$ cat config.mk
export PLATFORM = sky130hd
export DESIGN_NAME = mpp_top
export DESIGN_NICKNAME = d
export VERILOG_FILES = /design/src/mpp_pkg.sv /design/src/mpp_sync.sv /design/src/mpp_port.sv /design/src/mpp_top.sv
export SDC_FILE = /design/constraint.sdc
export NUM_CORES = 1
export LEC_CHECK = 0
export ABC_CLOCK_PERIOD_IN_PS = 2300
export BUFFER_PORTS_ARGS = -buffer_cell sky130_fd_sc_hd__buf_2
export CAP_MARGIN = 25
export CORE_ASPECT_RATIO = 2
export CORE_MARGIN = 10
export CORE_UTILIZATION = 25
export CTS_CLUSTER_SIZE = 14
export DETAILED_ROUTE_END_ITERATION = 8
export PLACE_DENSITY = 0.43
export SYNTH_ARGS = -nofsm -noshare
export SYNTH_HDL_FRONTEND = slang
export SYNTH_SLANG_ARGS = --single-unit
$ cat constraint.sdc
create_clock -name hclk -period 2.3 [get_ports hclk]
set_input_delay 0.115 -clock hclk [delete_from_list [all_inputs] [get_ports hclk]]
set_output_delay 0.115 -clock hclk [all_outputs]
set_load 0.02 [all_outputs]
$ cat src/mpp_pkg.sv
// Constants, register map and carrier types of the port pin block.
// How it works
// - Per-bit direction; port zero bits 0,7 input-only.
// - Pull-up acts only on input-direction bits.
// - Analog mode forces port 1 pull-ups off.
// - Ports 8, 9 pick segment output per pair.
// - Port 11 falling edges set sticky flags.
package mpp_pkg;

  localparam int NPORT = 9;
  localparam int PW = 8;

  typedef logic [PW-1:0] mpp_byte_t;

  typedef struct packed {
    mpp_byte_t dout;
    mpp_byte_t oe_n;
    mpp_byte_t pull;
  } mpp_pad_t;

  typedef mpp_pad_t [NPORT-1:0] mpp_pad_vec_t;
  typedef mpp_byte_t [NPORT-1:0] mpp_byte_vec_t;

  // Port numbers held by each instance slot, slot 0 rightmost.
  localparam logic [NPORT-1:0][3:0] PORT_ID = {
    4'hb, 4'ha, 4'h9, 4'h8, 4'h7, 4'h3, 4'h2, 4'h1, 4'h0
  };
  // Implemented bits of each port.
  localparam mpp_byte_vec_t PORT_MASK = {
    8'hff, 8'h0f, 8'hff, 8'hff, 8'h07, 8'hff, 8'he0, 8'hff, 8'hbf
  };
  // Bits that can never be outputs.
  localparam mpp_byte_vec_t INPUT_ONLY_MASK = {
    8'h00, 8'h00, 8'h00, 8'h00, 8'h00, 8'h00, 8'h00, 8'h00, 8'h81
  };

  localparam int SLOT_P1 = 1;
  localparam int SLOT_P8 = 5;
  localparam int SLOT_P9 = 6;
  localparam int SLOT_P11 = 8;

  localparam int AW = 9;
  // Port p occupies a 16-byte slot at p times 0x10.
  localparam logic [3:0] OFS_DATA = 4'h0;
  localparam logic [3:0] OFS_DIR = 4'h4;
  localparam logic [3:0] OFS_PULL = 4'h8;
  localparam logic [AW-1:0] ADDR_GLOBAL = 9'h100;
  localparam logic [AW-1:0] ADDR_DISPLAY_CTRL = 9'h100;
  localparam logic [AW-1:0] ADDR_CLOCK_CTRL = 9'h104;
  localparam logic [AW-1:0] ADDR_ANALOG_CTRL = 9'h108;
  localparam logic [AW-1:0] ADDR_IRQ_STATUS = 9'h110;
  localparam logic [AW-1:0] ADDR_IRQ_CLEAR = 9'h114;
  localparam logic [AW-1:0] ADDR_IRQ_ENABLE = 9'h118;

  localparam int FRO_BIT = 6;
  localparam int ANALOG_MODE_BIT = 0;
  localparam int P8_PAIR_LSB = 0;
  localparam int P9_PAIR_LSB = 4;

  localparam mpp_byte_t DIR_RESET = 8'hff;
  localparam mpp_byte_t DATA_RESET = 8'h00;
  localparam mpp_byte_t PULL_RESET = 8'h00;
  localparam mpp_byte_t CTRL_RESET = 8'h00;

  localparam logic [1:0] HTRANS_NONSEQ = 2'h2;
  localparam logic HRESP_OKAY = 1'b0;

endpackage

$ cat src/mpp_sync.sv
// Three-stage pin synchroniser with an agreement filter.
`timescale 1ns/1ps
module mpp_sync #(
  parameter int W = 8
) (
  input wire logic hclk,
  input wire logic hresetn,
  input wire logic [W-1:0] async_i,
  output logic [W-1:0] level_o
);
  logic [W-1:0] s1_r;
  logic [W-1:0] s2_r;
  logic [W-1:0] s3_r;
  logic [W-1:0] level_r;
  logic [W-1:0] level_nxt;

  // A bit changes only once the second and third stages agree.
  assign level_nxt = (s2_r & s3_r) | (level_r & (s2_r | s3_r));
  assign level_o = level_r;

  always_ff @(posedge hclk or negedge hresetn) begin
    if (!hresetn) begin
      s1_r <= '0;
      s2_r <= '0;
      s3_r <= '0;
      level_r <= '0;
    end else begin
      s1_r <= async_i;
      s2_r <= s1_r;
      s3_r <= s2_r;
      level_r <= level_nxt;
    end
  end
endmodule

$ cat src/mpp_port.sv
// One port: output latch, direction, pull-up enable and pad drive.
`timescale 1ns/1ps
module mpp_port
  import mpp_pkg::*;
#(
  parameter mpp_pkg::mpp_byte_t VALID = 8'hff,
  parameter mpp_pkg::mpp_byte_t IN_ONLY = 8'h00
) (
  input wire logic hclk,
  input wire logic hresetn,
  input wire logic we_data,
  input wire logic we_dir,
  input wire logic we_pull,
  input wire mpp_pkg::mpp_byte_t wdata,
  input wire mpp_pkg::mpp_byte_t level,
  input wire mpp_pkg::mpp_byte_t seg_sel,
  input wire mpp_pkg::mpp_byte_t seg_val,
  input wire logic pull_block,
  output mpp_pkg::mpp_byte_t rd_data,
  output mpp_pkg::mpp_byte_t rd_dir,
  output mpp_pkg::mpp_byte_t rd_pull,
  output mpp_pkg::mpp_pad_t pad
);
  mpp_byte_t data_r;
  mpp_byte_t dir_r;
  mpp_byte_t pull_r;
  mpp_byte_t is_in;
  mpp_byte_t drive;

  assign is_in = (dir_r | IN_ONLY) & VALID;
  assign drive = ((~is_in & VALID) | (seg_sel & VALID)) & ~IN_ONLY;
  assign pad.dout = ((seg_sel & seg_val) | (~seg_sel & data_r)) & drive;
  assign pad.oe_n = ~drive;
  assign pad.pull = pull_r & is_in & ~seg_sel & {PW{~pull_block}};
  assign rd_data = ((is_in & level) | (~is_in & data_r)) & VALID;
  assign rd_dir = is_in;
  assign rd_pull = pull_r;

  always_ff @(posedge hclk or negedge hresetn) begin
    if (!hresetn) begin
      data_r <= DATA_RESET;
      dir_r <= DIR_RESET;
      pull_r <= PULL_RESET;
    end else begin
      if (we_data) begin
        data_r <= wdata & VALID;
      end
      if (we_dir) begin
        dir_r <= (wdata | IN_ONLY) & VALID;
      end
      if (we_pull) begin
        pull_r <= wdata & VALID;
      end
    end
  end
endmodule

$ cat src/mpp_top.sv
// Port pin block top: AHB-Lite slave, ports, segment sharing and edge flags.
`timescale 1ns/1ps
module mpp_top
  import mpp_pkg::*;
(
  input wire logic hclk,
  input wire logic hresetn,
  input wire logic hsel,
  input wire logic [31:0] haddr,
  input wire logic [1:0] htrans,
  input wire logic hwrite,
  input wire logic [2:0] hsize,
  input wire logic [31:0] hwdata,
  input wire logic hready,
  output logic hreadyout,
  output logic [31:0] hrdata,
  output logic hresp,
  input wire mpp_pkg::mpp_byte_vec_t pin_in,
  output mpp_pkg::mpp_pad_vec_t pad_o,
  output mpp_pkg::mpp_byte_vec_t pin_level_o,
  input wire mpp_pkg::mpp_byte_t segment_out_upper,
  input wire mpp_pkg::mpp_byte_t segment_out_lower,
  output logic feedback_resistor_off,
  output logic analog_in_mode,
  output logic irq
);
  import mpp_pkg::*;

  logic ap_take;
  logic ap_wr_r;
  logic rd_pend_r;
  logic [AW-1:0] ap_addr_r;
  logic [31:0] hrdata_r;
  logic [31:0] rd_mux;
  logic wr_act;
  logic [AW-1:0] wa;
  mpp_byte_t wbyte;
  logic ap_sel;
  logic ap_nonseq;
  logic glb_sel;
  logic [AW-5:0] slot_addr;
  logic [3:0] reg_ofs;
  logic off_data;
  logic off_dir;
  logic off_pull;

  mpp_byte_t display_ctrl_reg_r;
  mpp_byte_t processor_clock_ctrl_r;
  mpp_byte_t analog_ctrl_r;
  mpp_byte_t irq_status_r;
  mpp_byte_t irq_status_nxt;
  mpp_byte_t irq_enable_r;
  mpp_byte_t edge_prev_r;
  mpp_byte_t fall_evt;
  mpp_byte_t irq_clear;

  mpp_byte_vec_t level;
  mpp_byte_vec_t rd_data;
  mpp_byte_vec_t rd_dir;
  mpp_byte_vec_t rd_pull;
  mpp_byte_vec_t seg_sel;
  mpp_byte_vec_t seg_val;
  logic [NPORT-1:0] we_data;
  logic [NPORT-1:0] we_dir;
  logic [NPORT-1:0] we_pull;
  logic [NPORT-1:0] rd_hit;
  mpp_byte_vec_t rd_slot;

  mpp_byte_t p8_seg;
  mpp_byte_t p9_seg;
  mpp_byte_t upper_rev;
  mpp_byte_t lower_rev;
  logic [3:0] p8_pairs;
  logic [3:0] p9_pairs;

  logic glb_hit_disp;
  logic glb_hit_clk;
  logic glb_hit_ana;
  logic glb_hit_ist;
  logic glb_hit_ien;
  logic glb_hit_icl;

  logic we_disp;
  logic we_clk;
  logic we_ana;
  logic we_ien;
  logic we_icl;
  mpp_byte_t irq_keep;
  mpp_byte_t irq_pend;

  // Address phase is taken on a selected NONSEQ with the bus ready.
  assign ap_sel = hsel & hready;
  assign ap_nonseq = (htrans == HTRANS_NONSEQ);
  assign ap_take = ap_sel & ap_nonseq;
  assign wr_act = ap_wr_r;
  assign wa = ap_addr_r;
  assign wbyte = hwdata[PW-1:0];

  // Port registers sit below the global block; the low nibble picks the register.
  assign glb_sel = wa[AW-1];
  assign slot_addr = wa[AW-1:4];
  assign reg_ofs = wa[3:0];
  assign off_data = (reg_ofs == OFS_DATA);
  assign off_dir = (reg_ofs == OFS_DIR);
  assign off_pull = (reg_ofs == OFS_PULL);

  // Reads insert one wait state so the data reflects any earlier write.
  assign hreadyout = ~rd_pend_r;
  assign hrdata = hrdata_r;
  assign hresp = HRESP_OKAY;

  // The data phase acts on the direction and address captured here.
  always_ff @(posedge hclk or negedge hresetn) begin
    if (!hresetn) begin
      ap_wr_r <= 1'b0;
    end else begin
      ap_wr_r <= ap_take & hwrite;
    end
  end

  always_ff @(posedge hclk or negedge hresetn) begin
    if (!hresetn) begin
      rd_pend_r <= 1'b0;
    end else begin
      rd_pend_r <= ap_take & ~hwrite;
    end
  end

  always_ff @(posedge hclk or negedge hresetn) begin
    if (!hresetn) begin
      ap_addr_r <= '0;
    end else if (ap_take) begin
      ap_addr_r <= haddr[AW-1:0];
    end
  end

  always_ff @(posedge hclk or negedge hresetn) begin
    if (!hresetn) begin
      hrdata_r <= '0;
    end else if (rd_pend_r) begin
      hrdata_r <= rd_mux;
    end
  end

  // Pin inputs cross into the clock domain through the synchroniser.
  mpp_sync #(
    .W(NPORT * PW)
  ) u_sync (
    .hclk(hclk),
    .hresetn(hresetn),
    .async_i(pin_in),
    .level_o(level)
  );

  assign pin_level_o = level;

  // Per-slot decode of the three port registers.
  genvar g;
  generate
    for (g = 0; g < NPORT; g++) begin : g_port
      logic slot_hit;
      logic pull_blk;
      assign slot_hit = (slot_addr == {1'b0, PORT_ID[g]});
      assign pull_blk = (g == SLOT_P1) ? analog_in_mode : 1'b0;
      assign we_data[g] = wr_act & slot_hit & off_data;
      assign we_dir[g] = wr_act & slot_hit & off_dir;
      assign we_pull[g] = wr_act & slot_hit & off_pull;
      assign rd_hit[g] = slot_hit;
      assign rd_slot[g] = ~rd_hit[g] ? 8'h00 :
                          off_data ? rd_data[g] :
                          off_dir ? rd_dir[g] :
                          off_pull ? rd_pull[g] : 8'h00;
      assign seg_sel[g] = (g == SLOT_P8) ? p8_seg :
                          (g == SLOT_P9) ? p9_seg : 8'h00;
      assign seg_val[g] = (g == SLOT_P8) ? upper_rev :
                          (g == SLOT_P9) ? lower_rev : 8'h00;

      mpp_port #(
        .VALID(PORT_MASK[g]),
        .IN_ONLY(INPUT_ONLY_MASK[g])
      ) u_port (
        .hclk(hclk),
        .hresetn(hresetn),
        .we_data(we_data[g]),
        .we_dir(we_dir[g]),
        .we_pull(we_pull[g]),
        .wdata(wbyte),
        .level(level[g]),
        .seg_sel(seg_sel[g]),
        .seg_val(seg_val[g]),
        .pull_block(pull_blk),
        .rd_data(rd_data[g]),
        .rd_dir(rd_dir[g]),
        .rd_pull(rd_pull[g]),
        .pad(pad_o[g])
      );
    end
  endgenerate

  // Segment lines run in reverse order across ports 8 and 9.
  assign upper_rev = {<<{segment_out_upper}};
  assign lower_rev = {<<{segment_out_lower}};
  assign p8_pairs = display_ctrl_reg_r[P8_PAIR_LSB +: 4];
  assign p9_pairs = display_ctrl_reg_r[P9_PAIR_LSB +: 4];
  assign p8_seg = {p8_pairs[3], p8_pairs[3], p8_pairs[2], p8_pairs[2],
                   p8_pairs[1], p8_pairs[1], p8_pairs[0], p8_pairs[0]};
  assign p9_seg = {p9_pairs[3], p9_pairs[3], p9_pairs[2], p9_pairs[2],
                   p9_pairs[1], p9_pairs[1], p9_pairs[0], p9_pairs[0]};

  // Global register decode.
  assign glb_hit_disp = (wa == ADDR_DISPLAY_CTRL);
  assign glb_hit_clk = (wa == ADDR_CLOCK_CTRL);
  assign glb_hit_ana = (wa == ADDR_ANALOG_CTRL);
  assign glb_hit_ist = (wa == ADDR_IRQ_STATUS);
  assign glb_hit_ien = (wa == ADDR_IRQ_ENABLE);
  assign glb_hit_icl = (wa == ADDR_IRQ_CLEAR);
  assign we_disp = wr_act & glb_hit_disp;
  assign we_clk = wr_act & glb_hit_clk;
  assign we_ana = wr_act & glb_hit_ana;
  assign we_ien = wr_act & glb_hit_ien;
  assign we_icl = wr_act & glb_hit_icl;

  assign feedback_resistor_off = processor_clock_ctrl_r[FRO_BIT];
  assign analog_in_mode = analog_ctrl_r[ANALOG_MODE_BIT];

  // Each control register keeps its value until software writes it.
  always_ff @(posedge hclk or negedge hresetn) begin
    if (!hresetn) begin
      display_ctrl_reg_r <= CTRL_RESET;
    end else if (we_disp) begin
      display_ctrl_reg_r <= wbyte;
    end
  end

  always_ff @(posedge hclk or negedge hresetn) begin
    if (!hresetn) begin
      processor_clock_ctrl_r <= CTRL_RESET;
    end else if (we_clk) begin
      processor_clock_ctrl_r <= wbyte;
    end
  end

  always_ff @(posedge hclk or negedge hresetn) begin
    if (!hresetn) begin
      analog_ctrl_r <= CTRL_RESET;
    end else if (we_ana) begin
      analog_ctrl_r <= wbyte;
    end
  end

  always_ff @(posedge hclk or negedge hresetn) begin
    if (!hresetn) begin
      irq_enable_r <= CTRL_RESET;
    end else if (we_ien) begin
      irq_enable_r <= wbyte;
    end
  end

  // Falling edges of port 11 set sticky flags; a new edge beats a clear.
  assign fall_evt = edge_prev_r & ~level[SLOT_P11];
  assign irq_clear = we_icl ? wbyte : 8'h00;
  assign irq_keep = irq_status_r & ~irq_clear;
  assign irq_status_nxt = irq_keep | fall_evt;
  // The interrupt line is high while any enabled flag is set.
  assign irq_pend = irq_status_r & irq_enable_r;
  assign irq = |irq_pend;

  always_ff @(posedge hclk or negedge hresetn) begin
    if (!hresetn) begin
      edge_prev_r <= 8'h00;
    end else begin
      edge_prev_r <= level[SLOT_P11];
    end
  end

  always_ff @(posedge hclk or negedge hresetn) begin
    if (!hresetn) begin
      irq_status_r <= 8'h00;
    end else begin
      irq_status_r <= irq_status_nxt;
    end
  end

  // Read multiplexer; unmapped and write-only addresses read as zero.
  mpp_byte_t port_rd;
  mpp_byte_t glb_rd;
  always_comb begin
    port_rd = 8'h00;
    for (int i = 0; i < NPORT; i++) begin
      port_rd = port_rd | rd_slot[i];
    end
  end

  assign glb_rd = glb_hit_disp ? display_ctrl_reg_r :
                  glb_hit_clk ? processor_clock_ctrl_r :
                  glb_hit_ana ? analog_ctrl_r :
                  glb_hit_ist ? irq_status_r :
                  glb_hit_ien ? irq_enable_r : 8'h00;
  assign rd_mux = {24'h000000, (glb_sel ? glb_rd : port_rd)};

  logic unused_ok;
  assign unused_ok = &{1'b0, haddr[31:AW], hsize, hwdata[31:PW], ADDR_GLOBAL[0]};
endmodule

==> summary.txt, run 1 <==
Status = finished, violations left
Violated checks = negative setup slack
Worst-Margin Slew = 0.745 ns
Dpl ws = -0.0791 ns
Layout cells sized above 1 = 40.8%
Tcrit/Tclk final = 100%
Seq pwr share = 45.4%
Via count of the first global-routing pass = 16000
IO Port Bufs = 362
Most common flop cell mapped by yosys = dfrtp_1
Setup slack after layout = -0.00742 ns
Initial Util = 25.2%
Yosys warnings = 0
CTS tree = done
Worst clock skew = 0.0254 ns
Clock buffer depth = 3
Clock net sink count = 522
H-tree depth = 2
Routability cong. = 0.880
Post-route cell area = 27500 sq um
Io pins = 487
Int Pwr = 0.0161 W
Max_cap viols = 0
Largest cells by area after synthesis = dfrtp_1, mux2_2, dfstp_2, maj3_1, buf_4
RSZ-0062 raised after global routing = true
Hold slack = 0.0717 ns
Slowest CP cell = or3b_1
Max incr delay on CP = 0.59 ns
Drt initial violations = 769
Chip width = 224 um
Area Growth Syn to Fin = 31.7%
Slew Limit Fails = 0
Min Clock Period, post-route = 2.31 ns
Synth cell types = 68
Total track usage = 16.5%
CP required = 2.83 ns
Power per cell area = 827 nW/um^2
Fin nets = 2322
Max_slew headroom = 50.3%
Max IR drop VDD = 573 uV
FP Rows = 149
Final hold violation count = 0
Final antenna-violating net count = 0
Crit Path Max Fanout = 10
Cell Area, Placed = 24700 sq um
Nature of the critical path startpoint = flop
First-pass GRT wire length = 116 mm
Initial antenna violation count = 3
Clk_lat worst skew = 0.63 ns
Residual DRC = 0
Synth top area share = 56.0%
Clk network pwr share = 38.3%
Switching fraction of total power = 29.2%
Pleak = 12.4 nW
Psw = 0.00663 W
WP buf/inv = 1
Clock slew at reported path FFs = 0.07 ns
Seq/Total Area, Yosys = 63.0%
Pre-antenna DRT Iters = 5
Hpwl dp = 61.9 mm
Netlist Area Pre-Place = 20900 sq um
Die footprint = 96100 sq um
Asr flop ratio synth = 100%
Family with the most delay on the worst path = simple AND/OR/NAND/NOR gates
#FFs+latches synth = 522
Setup crit end kind = flop
Area leader, netlist = dfrtp_1
Total gr overflow = 0
Root Buffer = clkbuf_16
CTS buffer count = 52
Gate power share = 16.3%
DR vias = 14700
Highest clock rate = 433 MHz
# setup viols final = 1
Die Ht = 428 um
Critical setup path kind = reg -> reg
Largest net degree at the start of global routing = 73
Syn Inst Count = 1582
Critical Path, Cell by Cell = or3b_1, buf_4, a311oi_2, o211ai_1, nand4_1, a2111oi_4, a21oi_1
Mapped Avg Cell Area = 13.2 sq um
Core Area = 82600 sq um
Synth top cells by count = dfrtp_1, mux2_2, nand2_1, buf_4, nor2b_1
Total Routed Length = 80.5 mm
Final Util = 33.2%
DR WL/cell = 24.7 um
Number of flops mapped to enable cells by yosys = 0
Crit path DAT = 2.84 ns
Most common cell in the synthesized netlist = dfrtp_1
Vias per cell = 4.52
Hold Path Class = in -> async
[registers in the layout, summed over array words and instances (netlist names)]
| name | cells |
|---|---|
| rd_pend_r | 1 |
| g_port.u_port.data_r | 55 |
| u_sync.level_o | 72 |
| g_port.u_port.rd_dir | 40 |
| edge_prev_r | 8 |
| ap_wr_r | 1 |
| ap_addr_r | 9 |
| hrdata | 8 |
| analog_ctrl_r | 8 |
| g_port.u_port.rd_pull | 57 |
| u_sync.s1_r | 72 |
| irq_enable_r | 8 |
| irq_status_r | 8 |
| u_sync.s2_r | 72 |
| display_ctrl_reg_r | 8 |
| processor_clock_ctrl_r | 8 |
| g_port.u_port.dir_r | 15 |
| u_sync.s3_r | 72 |
[metal layers]
metal	vias up	part of all wire (%)	global-route usage, %
met5	-	0.014	0
met4	2	4.2	7.11
met3	108	7.1	4.45
met2	535	49	27.7
met1	7506	40	19.4
li1	6579	-	-
[worst register-to-register path: stages, from the launching register on]
cell and delay [ns]:
dfrtp_1 0.49, or3b_1 0.59, buf_4 0.26, a311oi_2 0.25
o211ai_1 0.23, nand4_1 0.21, a2111oi_4 0.06, a21oi_1 0.14
[layout make-up]
cell class                 count  area (sq um)
fill                        8297         55100
sequential                   522         13100
multi-input combinational    970          7190
timing repair buffer         594          4010
clock buffer                  71          1490
tap                         1057          1320
clock inverter                25           226
inverter                      20          75.1
antenna                        1          2.50
[path summary, 6_finish.rpt]
kind                            startpoint                   endpoint  slack (ns)  cells after the start
setup / recovery              ap_addr_r[4]                  hrdata[2]      -0.007                      7
hold / removal                     hresetn            u_sync.s1_r[24]        0.07                      2
setup reg to reg              ap_addr_r[4]                  hrdata[2]      -0.007                      7
hold reg to reg            u_sync.s1_r[54]            u_sync.s2_r[54]        0.35                      0
max in group asynchronous          hresetn  g_port[0].u_port.dir_r[4]        1.37                      3
min in group hclk                hwdata[6]            irq_status_r[6]        0.09                      4
[power groups by stage]
stage	Sequential [W]	Clock [W]	Combinational [W]
5_1_grt	0.0104	0.00940	0.00398
3_5_place_dp	0.0105	0	0.00353
6_report	0.0103	0.00870	0.00371
2_1_floorplan	0.0105	0	0.00169
3_3_place_gp	0.0105	0	0.00349
4_1_cts	0.0103	0.00903	0.00368
[cell families after synthesis]
kind of cell,Yosys count,share of synthesized area [%]
other,2,0.0360
and+or+nand+nor,387,10.2
DFF,522,63.0
buffers and inverters,162,4.42
AOI/OAI and AO/OA,219,7.25
adders and majority gates,72,3.46
muxes,218,11.7
[metrics by stage]
step	total power [W]	cells	TNS, ns
after floorplan	0.0122	1654	0
after global placement	0.0140	3075	-0.291
after detailed placement	0.0140	3075	-0.353
after CTS	0.0230	3257	-0.0521
after global routing	0.0238	3259	-0.627
final	0.0227	3260	-0.00742
[what timing repair did]
item                                    in CTS  in global routing
pin swaps                                    3                 15
resized for setup                           12                 29
endpoints found under the setup margin      44                 50
hold endpoints to repair                   336                  0
hold buffers                                86                  0
setup buffers                                0                  2
[placed cells by master (no fill, tap or decap), types with 7 or more instances in the layout]
cell,instances
conb_1,74
a21oi_1,38
o2111ai_1,7
buf_2,361
mux2i_1,10
clkbuf_8,10
a21o_1,20
clkbuf_16,53
nand3_1,27
a211oi_1,12
dlygate4sd3_1,86
nor2_1,38
maj3_1,72
nand2_1,97
mux2_2,208
buf_6,7
o21ai_0,44
nand2b_1,29
buf_4,122
a22oi_1,11
dfrtp_1,465
nor2b_1,74
a211oi_2,7
dfstp_2,55
nor3_1,14
o22ai_1,13
o211ai_1,9
inv_1,19
clkbuf_1,8
clkinv_2,14
and2_1,49
nand4_1,12
buf_12,16
a221oi_1,7
Note: power is estimated with default switching activity, not from simulation.
==> inputs of run 2 (changes only) <==
Settings changed: CORE_UTILIZATION 25 to 35, PLACE_DENSITY 0.43 to 0.56, REMOVE_ABC_BUFFERS set to 1.
==> run 2 against run 1 <==
The flow still finishes with violations (negative setup slack). Non-clock buffer count shrank 40. Sequential cell count unchanged. Cell count decreased by 10%. Register-to-register slack barely moved. Global-route usage rose by 3.4 points. Count of clock-buffer cells in the layout up 5. Design area shrank 2.3%. Sequential power about the same. Critical path type unchanged. Critical endpoint is now hrdata[1]. Highest routed layer unchanged.
==> summary.txt, run 2 (synthesized netlist as in run 1, its figures left out) <==
Status = finished, violations left
Violated checks = negative setup slack
Nature of the critical path startpoint = flop
Clock buffer depth = 3
Critical R2R Capture = hrdata[1]
Io pins = 487
CTS buffer count = 50
Largest net degree at the start of global routing = 91
Met3 Usage GRT = 5.05%
Max incr delay on CP = 0.57 ns
Total track usage = 19.9%
Non-filler cells, final = 2927
DR WL/cell = 24.5 um
Psw = 0.00647 W
Residual DRC = 0
Worst clock skew = 0.0236 ns
Reg2reg start = ap_addr_r[3]
Pre-antenna DRT Iters = 4
Initial Util = 35.4%
FP Rows = 126
Levels on crit path = 7
Setup slack after layout = -0.000610 ns
Hpwl dp = 53.6 mm
Clk network pwr share = 38.2%
R2r setup slk = -0.0006 ns
Footprint of the multi-input gates = 7230 sq um
First-pass GRT wire length = 104 mm
Int Pwr = 0.0162 W
Drt initial violations = 781
Cell count after placement = 2745
Switching fraction of total power = 28.6%
Max_slew headroom = 47.5%
Routability cong. = 0.928
Min Clock Period, post-route = 2.30 ns
Die footprint = 70300 sq um
Slew Limit Fails = 0
Power per cell area = 844 nW/um^2
DR vias = 14700
Clock net sink count = 522
RSZ-0062 raised after global routing = true
Reg2Reg Depth = 7
H-tree depth = 2
WP buf/inv = 1
Max IR drop VDD = 558 uV
Core Area = 59000 sq um
Highest clock rate = 435 MHz
FF/Latch Area = 13100 sq um
Most common cell after layout, fill and taps aside = dfrtp_1
Root Buffer = clkbuf_16
Crit Path Max Fanout = 8
Vias per cell = 5.01
Post-route cell area = 26800 sq um
Fin nets = 2280
Critical setup path kind = reg -> reg
Most frequent cells in the layout = dfrtp_1, buf_2, mux2_2, nand2_1, dlygate4sd3_1
# setup viols final = 1
Pleak = 12.2 nW
Crit. Startpoint = ap_addr_r[3]
Max_cap viols = 0
Clock slew at reported path FFs = 0.07 ns
Slowest CP cell = or4_4
CP required = 2.79 ns
Worst-Margin Slew = 0.788 ns
Tcrit/Tclk final = 100%
IO Port Bufs = 362
Final antenna-violating net count = 0
Total Routed Length = 71.7 mm
Final hold violation count = 0
Crit path DAT = 2.79 ns
Ant diodes = 0
Grt met2 use = 33.5%
Setup crit end kind = flop
Critical Path, Cell by Cell = or4_4, buf_6, a211oi_2, nor3_1, a22oi_2, nand3_1, o32a_1
Layout fillers = 5403
Busiest grt layer = met2
Gate power share = 16.4%
CTS tree = done
Cell Area, Placed = 24000 sq um
Routing usage on met1 = 23.1%
Family with the most delay on the worst path = compound AO/OA/AOI/OAI gates
Chip width = 193 um
Clk_lat worst skew = 0.60 ns
Layout cells sized above 1 = 39.5%
Initial antenna violation count = 1
Seq pwr share = 45.5%
Die Ht = 365 um
Via count of the first global-routing pass = 15700
Area Growth Syn to Fin = 28.6%
Total gr overflow = 0
Hold Path Class = in -> async
run 2: final cells by class:
| type | instances | area share, % |
|---|---|---|
| Timing Repair Buffer | 554 | 13.9 |
| Inverter | 20 | 0.280 |
| Clock inverter | 17 | 0.994 |
| Tap cell | 768 | 3.58 |
| Clock buffer | 76 | 5.33 |
| Sequential cell | 522 | 49.0 |
| Multi-Input combinational cell | 970 | 27.0 |
run 2: repair_timing:
action	in CTS	in global routing
resized for setup	16	25
pin swaps	3	7
gates cloned	0	1
buffers inserted	0	3
hold buffers	86	0
endpoints found under the setup margin	7	27
endpoints found under the hold margin	540	0
run 2: worst reg2reg max path, delay by kind of cell (launching register included):
family          cells  cell delay (ns)
flops               1             0.43
compound gates      3             0.80
buf+inv             1             0.17
simple gates        3             0.80
run 2: worst max-delay path by stage:
stage	endpoint	slack (ns)
after floorplan	hrdata[2]	-0.82
after detailed placement	hrdata[1]	-0.27
final	hrdata[1]	-0.0006
after global routing	hrdata[1]	-0.06
after CTS	hrdata[4]	-0.008
after global placement	hrdata[1]	-0.22
run 2: stage by stage:
stage	utilization (%)	TNS [ns]	hold slack (ns)	total power, W	setup WS, ns
5_1_grt	45.5	-0.107	0.0725	0.0235	-0.0567
3_3_place_gp	40.8	-0.386	0.0872	0.0139	-0.219
4_1_cts	45.2	-0.00973	0.0432	0.0228	-0.00819
6_report	45.5	-0.000610	0.0495	0.0226	-0.000610
2_1_floorplan	-	-70.97	-0.181	0.0120	-0.825
3_5_place_dp	40.8	-0.528	0.0988	0.0139	-0.273
run 2: power groups by stage:
| stage | Sequential (W) | Combinational, W | Clock, W |
|---|---|---|---|
| after floorplan | 0.0106 | 0.00137 | 0 |
| after global placement | 0.0104 | 0.00344 | 0 |
| after detailed placement | 0.0105 | 0.00347 | 0 |
| after CTS | 0.0103 | 0.00364 | 0.00888 |
| after global routing | 0.0104 | 0.00394 | 0.00920 |
| final | 0.0103 | 0.00371 | 0.00864 |
run 2: layer usage:
metal  up-vias  part of all wire [%]
met5         -                 0.015
met4         2                   5.0
met3       151                   7.5
met2       653                    49
met1      7377                    38
li1       6478                     -
==> inputs of run 3 (changes only) <==
Settings changed: ABC_CLOCK_PERIOD_IN_PS 2300 to 2090, PLACE_DENSITY 0.56 to 0.58.
Clock period 2.3 ns to 2.09 ns, I/O delays scaled along.
==> run 3 against run 2 <==
Critical path depth grew 1. Via count up 3.0%. Cell count rose by 2.9%. Fmax is 1.8% higher. Count of clock-buffer cells in the layout unchanged. The run still ends with negative setup slack left. First-iteration DRC count is 21% lower. Worst hold slack worse by 0.0038 ns. Sequential cell count unchanged. Wire length is 3.6% higher. Sequential share of layout area decreased by 1.6 points. Critical endpoint unchanged. Largest power group unchanged.
==> summary.txt, run 3 (synthesized netlist as in run 1, its figures left out) <==
Status = finished, violations left
Violated checks = negative setup slack
Reg2Reg Depth = 8
Pre-antenna DRT Iters = 5
Worst setup path end = hrdata[1]
Reg2reg start = ap_addr_r[2]
Die footprint = 70300 sq um
Total gr overflow = 0
Non-filler cells, final = 3011
Met3 Usage GRT = 4.64%
Levels on crit path = 8
Final antenna-violating net count = 0
Clk_lat worst skew = 0.61 ns
Layout cells sized above 1 = 43.1%
Fin nets = 2365
Slowest CP cell = or4_4
Final hold violation count = 0
RSZ-0062 raised after global routing = true
Most common cell after layout, fill and taps aside = dfrtp_1
Critical Path, Cell by Cell = or4_4, buf_8, a211oi_2, nor3_1, a22oi_1, buf_4, nand3_2, o32a_1
CP required = 2.56 ns
H-tree depth = 2
Total Routed Length = 74.3 mm
First-pass GRT wire length = 109 mm
Pleak = 12.7 nW
Via count of the first global-routing pass = 16600
Total track usage = 20.8%
Worst-Margin Slew = 0.848 ns
Die Ht = 365 um
Max_cap viols = 0
Post-route cell area = 27700 sq um
Initial Util = 35.4%
Family with the most delay on the worst path = simple AND/OR/NAND/NOR gates
IO Port Bufs = 362
Drt initial violations = 619
CTS buffer count = 49
DR vias = 15100
Io pins = 487
Clock net sink count = 522
Critical R2R Capture = hrdata[1]
Chip width = 193 um
FP Rows = 126
Power per cell area = 891 nW/um^2
Max_slew headroom = 43.5%
Max incr delay on CP = 0.59 ns
Crit path DAT = 2.73 ns
Routability cong. = 0.942
Setup crit end kind = flop
Critical setup path kind = reg -> reg
DR WL/cell = 24.7 um
Crit. Startpoint = ap_addr_r[2]
Grt met2 use = 36.4%
Area Growth Syn to Fin = 32.9%
Crit Path Max Fanout = 5
Max IR drop VDD = 653 uV
Cell Area, Placed = 24700 sq um
Setup slack after layout = -0.170 ns
Largest net degree at the start of global routing = 63
R2r setup slk = -0.17 ns
Min Clock Period, post-route = 2.26 ns
Nature of the critical path startpoint = flop
Hold slack = 0.0457 ns
Most frequent cells in the layout = dfrtp_1, buf_2, mux2_2, buf_4, nand2_1
Cell count after placement = 2824
Hold Path Class = in -> async
Final Util = 47.0%
Slew Limit Fails = 0
Clock slew at reported path FFs = 0.07 ns
Busiest grt layer = met2
Ant diodes = 0
WP buf/inv = 2
Residual DRC = 0
CTS tree = done
Initial antenna violation count = 0
Vias per cell = 5.02
Worst clock skew = 0.0276 ns
Routing usage on met1 = 23.3%
Highest clock rate = 443 MHz
# setup viols final = 17
Core Area = 59000 sq um
Root Buffer = clkbuf_16
Hpwl dp = 56.8 mm
Tcrit/Tclk final = 108%
Clock buffer depth = 3
Total power = 0.0247 W
run 3: cell types whose count changed in the layout (fill, tap and decap cells not counted), moves of 5 or more:
cell / delta
mux2_2: -16
nand2_1: -6
o21ai_1: +7
buf_6: +10
nor2_4: +7
o21ai_0: -7
mux2_4: +16
nand3_1: -5
a211oi_1: -5
buf_4: +68
run 3: stage by stage:
| stage | setup WS [ns] | setup TNS, ns |
|---|---|---|
| 2_1_floorplan | -1.03 | -114.94 |
| 3_3_place_gp | -0.267 | -2.19 |
| 3_5_place_dp | -0.263 | -4.60 |
| 4_1_cts | -0.198 | -0.938 |
| 5_1_grt | -0.255 | -3.98 |
| 6_report | -0.170 | -1.41 |
run 3: routing by layer:
layer / routed length [um] / up-vias
met3: 4890 / 153
met1: 27900 / 7703
met5: 0 / -
li1: - / 6656
met4: 3700 / 0
met2: 37800 / 589
run 3: worst register-to-register path, delay by kind of cell (launching register included):
| kind | cells | cell delay, ns |
|---|---|---|
| buf+inv | 2 | 0.33 |
| compound gates | 3 | 0.66 |
| simple gates | 3 | 0.74 |
| flops | 1 | 0.39 |
run 3: cell type report:
class                           count  area, sq um
Fill cell                        5426        31200
Sequential cell                   522        13100
Multi-Input combinational cell    970         7490
Timing Repair Buffer              640         4500
Clock buffer                       76         1410
Tap cell                          768          961
Clock inverter                     15          146
Inverter                           20         77.6
run 3: power by group:
group | total [W] | internal (W) | switching (W)
sequential | 0.0114 | 0.0108 | 0.000574
combinational | 0.00448 | 0.00182 | 0.00266
clock | 0.00887 | 0.00490 | 0.00397
total | 0.0247 | 0.0175 | 0.00720
run 3: how the worst min path moves through the flow:
stage | to | slack, ns | start | cells past startpoint
final | u_sync.s2_r[28] | 0.05 | hresetn | 2
after global routing | u_sync.s2_r[28] | 0.05 | hresetn | 2
after CTS | u_sync.s2_r[28] | 0.07 | hresetn | 2
after detailed placement | u_sync.s2_r[28] | 0.09 | hresetn | 1
after global placement | u_sync.s2_r[28] | 0.09 | hresetn | 1
after floorplan | analog_ctrl_r[0] | -0.19 | hresetn | 0
run 3: repair_timing:
item                                    4_1_cts  5_1_grt
setup buffers                                11        2
pin swaps                                    17       19
gates cloned                                  1        0
hold buffers                                 87        0
endpoints found under the setup margin       73      133
gates resized for setup                      74       65
hold endpoints to repair                    438        0
